===== src/inc/strap_pkg.sv =====
/*
 * Constants and types for the reset and strap configuration block of a
 * four-port hub. Assumes a 100 MHz system clock.
 */
package strap_pkg;
    localparam int          port_count       = 4;
    localparam int          clock_period_ns  = 10;
    localparam int          reset_hold_ms    = 3;
    localparam int          reset_hold_cycles = (reset_hold_ms * 1000000) / clock_period_ns;
    localparam int          sync_stages      = 2;
    // Strap defaults loaded by sys_rst, shown until the first strap capture
    localparam logic        serial_if_reset   = 1'b1;
    localparam logic        polarity_reset    = 1'b0;
    localparam logic        spread_reset      = 1'b0;
    localparam logic        full_pwr_n_reset  = 1'b1;
    localparam logic        ganged_reset      = 1'b1;
    localparam logic        indicator_n_reset = 1'b1;
    localparam logic [3:0]  charge_reset      = 4'h0;

    typedef enum logic [1:0] {
        phase_reset,
        phase_sample,
        phase_run
    } phase_type;
endpackage


===== src/verilog/hub_strap_config.sv =====
/*
 * Strap capture and port power control of a four-port hub.
 * Assumes a 100 MHz clock; all pins are asynchronous and are synchronised here.
 */
`timescale 1ns/1ps
// Summary of operation
// RULE_01 - Low global reset puts device in reset
// RULE_02 - Board holds reset low 3 ms minimum; board_side holds it only 6 cycles past reset_request
// RULE_03 - Serial select high EEPROM, low SMBus
// RULE_04 - Data pin high disables U1/U2
// RULE_05 - Config bit overrides data pin sample
// RULE_06 - Clock pin high blocks U1/U2 initiation
// RULE_07 - Blocked initiation still accepts entry requests
// RULE_08 - Config override bit replaces clock sample
// RULE_09 - Polarity strap sets power enable level
// RULE_10 - Spread strap high disables spread spectrum
// RULE_11 - Full power strap low enables control
// RULE_12 - Ganged strap low selects per-port power
// RULE_13 - Power straps double as address bits
// RULE_14 - Power pin high enables port charging
// RULE_15 - Strap pins become power enables after
// RULE_16 - Low overcurrent input registers the event
// RULE_17 - Indicator strap doubles as address bit
// RULE_18 - Straps held until next reset
module hub_strap_config
    import strap_pkg::*;
(
    input  wire logic                      clock,
    input  wire logic                      sys_rst,
    input  wire logic                      global_reset_n,
    input  wire logic                      serial_if_select_n,
    input  wire logic                      serial_data_pin,
    input  wire logic                      serial_clock_pin,
    input  wire logic                      switch_polarity_strap,
    input  wire logic                      spread_spectrum_strap,
    input  wire logic                      full_power_mgmt_strap_n,
    input  wire logic                      ganged_power_strap,
    input  wire logic                      port_indicator_strap_n,
    input  wire logic [strap_pkg::port_count-1:0] power_en_charge_strap,
    input  wire logic [strap_pkg::port_count-1:0] overcurrent_n,
    input  wire logic                      config_present,
    input  wire logic                      lowpower_state_disable_bit,
    input  wire logic                      lowpower_initiation_override_bit,
    input  wire logic [strap_pkg::port_count-1:0] port_power_request,
    input  wire logic [strap_pkg::port_count-1:0] overcurrent_clear,
    input  wire logic                      lowpower_entry_request,
    input  wire logic                      lowpower_initiate_request,
    output logic                           device_in_reset,
    output logic                           config_valid,
    output logic                           eeprom_mode,
    output logic                           smbus_mode,
    output logic                           lowpower_states_disabled,
    output logic                           lowpower_initiation_disabled,
    output logic                           lowpower_entry_accept,
    output logic                           lowpower_initiate,
    output logic                           power_enable_active_high,
    output logic                           spread_spectrum_enable,
    output logic                           full_power_mgmt,
    output logic                           individual_power,
    output logic                           port_indicators,
    output logic [2:0]                     slave_addr_bits,
    output logic [strap_pkg::port_count-1:0] charge_enable,
    output logic [strap_pkg::port_count-1:0] overcurrent_flag,
    output logic [strap_pkg::port_count-1:0] power_en_out,
    output logic [strap_pkg::port_count-1:0] power_en_oe
);
    import strap_pkg::*;

    localparam int n = port_count;

    logic         rst_level;
    logic         sel_s;
    logic         dat_s;
    logic         clk_s;
    logic         pol_s;
    logic         ssc_s;
    logic         fpm_s;
    logic         gang_s;
    logic         ind_s;
    logic [n-1:0] chg_s;
    logic [n-1:0] oc_s;

    sync_bit #(.reset_value(1'b0)) u_rst (.clock(clock), .sys_rst(sys_rst), .pin(global_reset_n), .level(rst_level));
    sync_bit #(.reset_value(serial_if_reset)) u_sel (.clock(clock), .sys_rst(sys_rst), .pin(serial_if_select_n),
        .level(sel_s));
    sync_bit #(.reset_value(1'b0)) u_dat (.clock(clock), .sys_rst(sys_rst), .pin(serial_data_pin), .level(dat_s));
    sync_bit #(.reset_value(1'b0)) u_clk (.clock(clock), .sys_rst(sys_rst), .pin(serial_clock_pin), .level(clk_s));
    sync_bit #(.reset_value(polarity_reset)) u_pol (.clock(clock), .sys_rst(sys_rst), .pin(switch_polarity_strap),
        .level(pol_s));
    sync_bit #(.reset_value(spread_reset)) u_ssc (.clock(clock), .sys_rst(sys_rst), .pin(spread_spectrum_strap),
        .level(ssc_s));
    sync_bit #(.reset_value(full_pwr_n_reset)) u_fpm (.clock(clock), .sys_rst(sys_rst),
        .pin(full_power_mgmt_strap_n), .level(fpm_s));
    sync_bit #(.reset_value(ganged_reset)) u_gang (.clock(clock), .sys_rst(sys_rst), .pin(ganged_power_strap),
        .level(gang_s));
    sync_bit #(.reset_value(indicator_n_reset)) u_ind (.clock(clock), .sys_rst(sys_rst),
        .pin(port_indicator_strap_n), .level(ind_s));

    genvar g;
    generate
        for (g = 0; g < n; g++) begin : g_port
            sync_bit #(.reset_value(1'b0)) u_chg (.clock(clock), .sys_rst(sys_rst),
                .pin(power_en_charge_strap[g]), .level(chg_s[g]));
            sync_bit #(.reset_value(1'b1)) u_oc (.clock(clock), .sys_rst(sys_rst),
                .pin(overcurrent_n[g]), .level(oc_s[g]));
        end
    endgenerate

    phase_type    phase;
    phase_type    next_phase;
    logic         sel_q;
    logic         dat_q;
    logic         clk_q;
    logic         pol_q;
    logic         ssc_q;
    logic         fpm_q;
    logic         gang_q;
    logic         ind_q;
    logic [n-1:0] chg_q;
    logic [n-1:0] oc_flag;
    logic         next_sel;
    logic         next_dat;
    logic         next_clk;
    logic         next_pol;
    logic         next_ssc;
    logic         next_fpm;
    logic         next_gang;
    logic         next_ind;
    logic [n-1:0] next_chg;
    logic [n-1:0] next_oc_flag;
    logic         running;

    always_comb begin
        next_phase   = phase;
        next_sel     = sel_q;
        next_dat     = dat_q;
        next_clk     = clk_q;
        next_pol     = pol_q;
        next_ssc     = ssc_q;
        next_fpm     = fpm_q;
        next_gang    = gang_q;
        next_ind     = ind_q;
        next_chg     = chg_q;
        next_oc_flag = oc_flag;
        if (!rst_level) begin
            next_phase   = phase_reset;                     // [RULE_01]
            next_oc_flag = '0;
        end else begin
            unique case (phase)
                phase_reset: begin
                    next_phase = phase_sample;
                end
                phase_sample: begin
                    // Straps captured on the first cycle after release
                    next_sel   = sel_s;                         // [RULE_03]
                    next_dat   = dat_s;                         // [RULE_04]
                    next_clk   = clk_s;                         // [RULE_06]
                    next_pol   = pol_s;                         // [RULE_09]
                    next_ssc   = ssc_s;                         // [RULE_10]
                    next_fpm   = fpm_s;                         // [RULE_11]
                    next_gang  = gang_s;                        // [RULE_12]
                    next_ind   = ind_s;                         // [RULE_17]
                    next_chg   = chg_s;                         // [RULE_14]
                    next_phase = phase_run;
                end
                phase_run: begin
                    // Straps hold here until reset returns
                    next_phase   = phase_run;                   // [RULE_18]
                    next_oc_flag = (oc_flag & ~overcurrent_clear) | ~oc_s;  // [RULE_16]
                end
                default: begin
                    next_phase = phase_reset;
                end
            endcase
        end
    end

    always_ff @(posedge clock) begin
        if (sys_rst) begin
            phase   <= phase_reset;
            sel_q   <= serial_if_reset;
            dat_q   <= 1'b0;
            clk_q   <= 1'b0;
            pol_q   <= polarity_reset;
            ssc_q   <= spread_reset;
            fpm_q   <= full_pwr_n_reset;
            gang_q  <= ganged_reset;
            ind_q   <= indicator_n_reset;
            chg_q   <= charge_reset;
            oc_flag <= '0;
        end else begin
            phase   <= next_phase;
            sel_q   <= next_sel;
            dat_q   <= next_dat;
            clk_q   <= next_clk;
            pol_q   <= next_pol;
            ssc_q   <= next_ssc;
            fpm_q   <= next_fpm;
            gang_q  <= next_gang;
            ind_q   <= next_ind;
            chg_q   <= next_chg;
            oc_flag <= next_oc_flag;
        end
    end

    assign running                      = (phase == phase_run);
    assign device_in_reset              = !running;
    assign config_valid                 = running;
    assign eeprom_mode                  = sel_q;
    assign smbus_mode                   = !sel_q;
    // Configuration source wins over the pin samples
    assign lowpower_states_disabled     = config_present ? lowpower_state_disable_bit : dat_q;         // [RULE_05]
    assign lowpower_initiation_disabled = config_present ? lowpower_initiation_override_bit : clk_q;   // [RULE_08]
    assign lowpower_entry_accept        = running && lowpower_entry_request && !lowpower_states_disabled; // [RULE_07]
    assign lowpower_initiate            = running && lowpower_initiate_request && !lowpower_states_disabled
                                          && !lowpower_initiation_disabled;                           // [RULE_07]
    assign power_enable_active_high     = pol_q;
    assign spread_spectrum_enable       = !ssc_q;
    assign full_power_mgmt              = !fpm_q;
    assign individual_power             = !gang_q;
    assign port_indicators              = !ind_q;
    assign slave_addr_bits              = smbus_mode ? {ind_q, gang_q, fpm_q} : 3'h0;   // [RULE_13] [RULE_17]
    assign charge_enable                = chg_q;
    assign overcurrent_flag             = oc_flag;
    // Pins stay released during reset so pulls set the strap level
    assign power_en_oe                  = {n{running}};                                  // [RULE_15]
    assign power_en_out                 = pol_q ? port_power_request : ~port_power_request; // [RULE_15]

    chk_reset_drops_config: assert property (@(posedge clock) disable iff (sys_rst)
        !rst_level |=> !config_valid) else $error("config stayed valid under reset"); // [RULE_01]
    chk_straps_hold: assert property (@(posedge clock) disable iff (sys_rst)
        running && $past(running) |-> $stable(chg_q) && $stable(pol_q) && $stable(sel_q))
        else $error("strap changed while running"); // [RULE_18]
    chk_release_to_run: assert property (@(posedge clock) disable iff (sys_rst)
        $rose(rst_level) && phase == phase_reset |=> ##1 config_valid [*2])
        else $error("run not reached two cycles after release"); // [RULE_01]
    chk_u1u2_pin: assert property (@(posedge clock) disable iff (sys_rst)
        running && !config_present |-> lowpower_states_disabled == dat_q)
        else $error("lowpower disable not from pin"); // [RULE_04]
    chk_no_initiation: assert property (@(posedge clock) disable iff (sys_rst)
        lowpower_initiation_disabled |-> !lowpower_initiate) else $error("initiated while blocked"); // [RULE_06]
    chk_accept_kept: assert property (@(posedge clock) disable iff (sys_rst)
        running && lowpower_entry_request && !lowpower_states_disabled |-> lowpower_entry_accept)
        else $error("entry request refused"); // [RULE_07]
    chk_oc_sticky: assert property (@(posedge clock) disable iff (sys_rst)
        running && rst_level && !oc_s[0] |=> overcurrent_flag[0]) else $error("overcurrent lost"); // [RULE_16]
    chk_power_level: assert property (@(posedge clock) disable iff (sys_rst)
        running && !pol_q |-> power_en_out == ~port_power_request) else $error("power enable level wrong"); // [RULE_15]
endmodule // hub_strap_config


===== src/verilog/sync_bit.sv =====
/*
 * Two flip-flop synchroniser for one pin level.
 * Assumes the input is asynchronous to clock.
 */
`timescale 1ns/1ps
module sync_bit #(
    parameter logic reset_value = 1'b0
) (
    input  wire logic clock,
    input  wire logic sys_rst,
    input  wire logic pin,
    output logic      level
);
    logic first;
    logic next_first;
    logic next_level;

    always_comb begin
        next_first = pin;
        next_level = first;
    end

    always_ff @(posedge clock) begin
        if (sys_rst) begin
            first <= reset_value;
            level <= reset_value;
        end else begin
            first <= next_first;
            level <= next_level;
        end
    end
endmodule // sync_bit


===== config.mk =====
export PLATFORM = sky130hd
export DESIGN_NAME = hub_strap_config
export DESIGN_NICKNAME = d
export VERILOG_FILES = /design/src/inc/strap_pkg.sv /design/src/verilog/hub_strap_config.sv /design/src/verilog/sync_bit.sv
export SDC_FILE = /design/constraint.sdc
export NUM_CORES = 1
export LEC_CHECK = 0
export ABC_CLOCK_PERIOD_IN_PS = 1500
export BUFFER_PORTS_ARGS = -buffer_cell sky130_fd_sc_hd__buf_2
export CAP_MARGIN = 20
export CORE_MARGIN = 2
export CORE_UTILIZATION = 51
export CTS_BUF_LIST = sky130_fd_sc_hd__clkbuf_2 sky130_fd_sc_hd__clkbuf_4 sky130_fd_sc_hd__clkbuf_8
export DETAILED_ROUTE_END_ITERATION = 12
export PLACE_DENSITY_LB_ADDON = 0.12
export SLEW_MARGIN = 20
export SYNTH_ARGS = -nofsm -noshare
export SYNTH_HDL_FRONTEND = slang
export SYNTH_SLANG_ARGS = --single-unit
export TNS_END_PERCENT = 100

===== constraint.sdc =====
create_clock -name clock -period 1.5 [get_ports clock]
set_clock_uncertainty 0.15 [all_clocks]
set_input_delay 0.075 -clock clock [delete_from_list [all_inputs] [get_ports clock]]
set_output_delay 0.075 -clock clock [all_outputs]
set_load 0.05 [all_outputs]

==> flow_metrics.tcl <==
set metrics [dict create \
    fill_cells 229 \
    whs_ns -0.0207 \
    antenna_found_initial 0 \
    period_needed_ns 1.55 \
    ys_ff_latch 52 \
    final_nets 303 \
    power.total_uw 2420 \
    hp-class "in -> reg" \
    synth_area_leaders "dfxtp_1, a21bo_2, nor2b_1" \
    placementRows 21 \
    areaGrowthSynthToFinish_pct 43.3 \
    first_pass_iters 4 \
    grt_setup_unrepaired "yes" \
    synth_nets 212 \
    die_h_um 64.5 \
    via_per_inst 4.59 \
    synthAdderAreaFrac_pct 2.68 \
    die-width_um 64.5 \
    ys_types 23 \
    grt_max_degree 34 \
    gr-total-overflow 0 \
    place_congestion 0.773 \
    failed_checks "hold timing, setup timing" \
    crit_fanout 3 \
    layout-drive-gt1-share_pct 44.0 \
    path_class "reg -> out" \
    period_share_pct 103 \
    ys_warn_count 0 \
    crit_path_cell_trace "inv_4 -> ha_4 -> nand2_4 -> nor3_4 -> buf_6" \
    p_leak_uw 0.00124 \
    synth_top_area_share_pct 55.8 \
    port-buffer-count 63 \
    avgRoutedWirePerCell_um 10.8 \
    syn_area_um2 1870 \
    status "complete, but fails checks" \
    via_count 1440 \
    fmax_ghz 0.647 \
    cts_tree "done" \
    setup-tns-final_ns -0.104 \
    post-dp-hpwl_um 2180 \
    gr-usage-all-layers_pct 17.1 \
    synth-compound-area-share_pct 11.5 \
    tightest_slew_ns 0.430 \
    syn_area_per_cell_um2 10.6 \
    dieArea_um2 4160 \
    cpPeakStageDelay_ns 0.36 \
    htreeDepth 2 \
    clock-sinks 52 \
    cts_root_buf "clkbuf_4" \
    wirelength_um 3400 \
    cellPowerDensity_nw_per_um2 906 \
    pre_cts_ws_ns -0.00275 \
    drt_iter0_markers 34 \
    critPathLaunchType "flip-flop" \
    setup_violations 3 \
    max_cap_viol_count 0 \
    drc 0 \
    cp-end-kind "primary output" \
    synth_top_family_by_area "simple AND/OR/NAND/NOR gates" \
    ant_nets 0 \
    slowest_stage "dfxtp_2" \
    fin_area_um2 2670 \
    timing.slew.headroom_pct 71.3 \
    critical_path_arrival_ns 1.32 \
    cts_buffer_depth 2 \
    grt_pass1_wl_um 5540 \
    slew_violations 0 \
    synthFlopType "dfxtp_1" \
    synth_top_cell_by_area "dfxtp_1" \
    synth_xor_area_share_pct 1.88 \
    synthSimpleGateAreaFrac_pct 18.8 \
    pin_count 64 \
    syn_inst 176 \
    grt_pass1_vias 1358 \
    postLayoutSetupSlackWorst_ns -0.0453 \
    cts_made_buffers 5 \
    yosysSeqAreaShare_pct 55.8 \
    crit_required_ns 1.27 \
    hold_viol_final 1 \
    antennaDiodeCount 0 \
    initial_core_util_pct 54.6 \
    synth_edf_count 0 \
    ys_async_sr_fraction_pct 0 \
    placed_cell_area_um2 2180 \
    peakVddDrop_mv 0.759 \
    core-area_um2 3420 \
    synthTopCellsByCount "dfxtp_1, nor2b_1, or2_2" \
    clk_pin_slew_ns 0.14 \
    synth_most_common_cell "dfxtp_1" \
    synthMuxAreaShare_pct 1.41 \
    insertion_delay_ns 0.35 \
]
==> placed cells by master, fill, tap and decap left out, types with 6 or more instances in the layout <==
| cell type | instances |
|---|---|
| buf_4 | 6 |
| buf_6 | 8 |
| buf_2 | 54 |
| dfxtp_1 | 47 |
| dlygate4sd3_1 | 29 |
| or2_2 | 13 |
| a21bo_2 | 12 |
| a21oi_1 | 12 |
| nand3_1 | 8 |
| nor2b_1 | 18 |
| inv_1 | 9 |
| clkbuf_4 | 7 |
==> kinds of logic (layout without fill, tap and decap cells) <==
logic type / Yosys count / after routing
compound gates: 28 / 28
fa+ha+maj: 4 / 4
buf+inv: 25 / 117
simple gates: 61 / 61
xor+xnor: 4 / 4
mux: 2 / 2
flops: 52 / 52
==> per-stage QoR <==
step	std cells	utilization, %
after floorplan	176	-
after global placement	274	63.8
after detailed placement	274	63.8
after CTS	314	77.1
after global routing	314	78.2
final	314	78.2
==> layout make-up <==
cell class	instances	area [um2]	share of cell area (%)
clock inverter	3	42.5	1.59
sequential	52	1050	39.3
tap	46	57.6	2.15
inverter	10	40.0	1.50
timing repair buffer	99	711	26.6
clock buffer	5	37.5	1.40
multi-input combinational	99	734	27.5
==> flip-flops by register name, indices dropped and copies added, names as in the netlist, 2 cells and up <==
name / cells
overcurrent_flag: 4
g_port.u_chg.first: 4
phase: 2
g_port.u_chg.level: 4
charge_enable: 4
g_port.u_oc.level: 4
g_port.u_oc.first: 4
==> report_power, final <==
group / total [uW] / leakage [uW] / switching [uW] / internal (uW)
combinational: 238 / 0.000765 / 108 / 130
sequential: 1440 / 0.000430 / 12.1 / 1420
clock: 748 / 0.0000412 / 400 / 348
total: 2420 / 0.00124 / 520 / 1900
==> critical path, delay by kind of cell (launching register included) <==
family,cells,cell delay (ns)
fa+ha+maj,1,0.15
flops,1,0.36
buf+inv,2,0.25
simple gates,2,0.22
==> final timing paths <==
kind	from	end	cells after the start	slack, ns
max	phase[0]	lowpower_initiate	5	-0.05
min	sys_rst	u_rst.first	2	-0.02
max reg2reg	phase[0]	ssc_q	5	0.04
min reg2reg	u_sel.first	u_sel.level	1	0.28
==> layer usage <==
| layer | vias to the layer above | wire length [um] | GRT usage (%) |
|---|---|---|---|
| met3 | 4 | 212 | 5.21 |
| met1 | 644 | 1360 | 18.2 |
| met5 | - | 0 | 0 |
| met2 | 56 | 1800 | 32.6 |
| li1 | 736 | - | - |
| met4 | 0 | 29 | 4.79 |
==> what timing repair did <==
action,CTS,global route
setup endpoints to repair,21,13
buffers inserted,3,0
cloned,0,0
pin swaps,2,1
hold buffers,29,0
hold endpoints to repair,23,0
resized for setup,21,11
(Power assumes the default switching activity.)
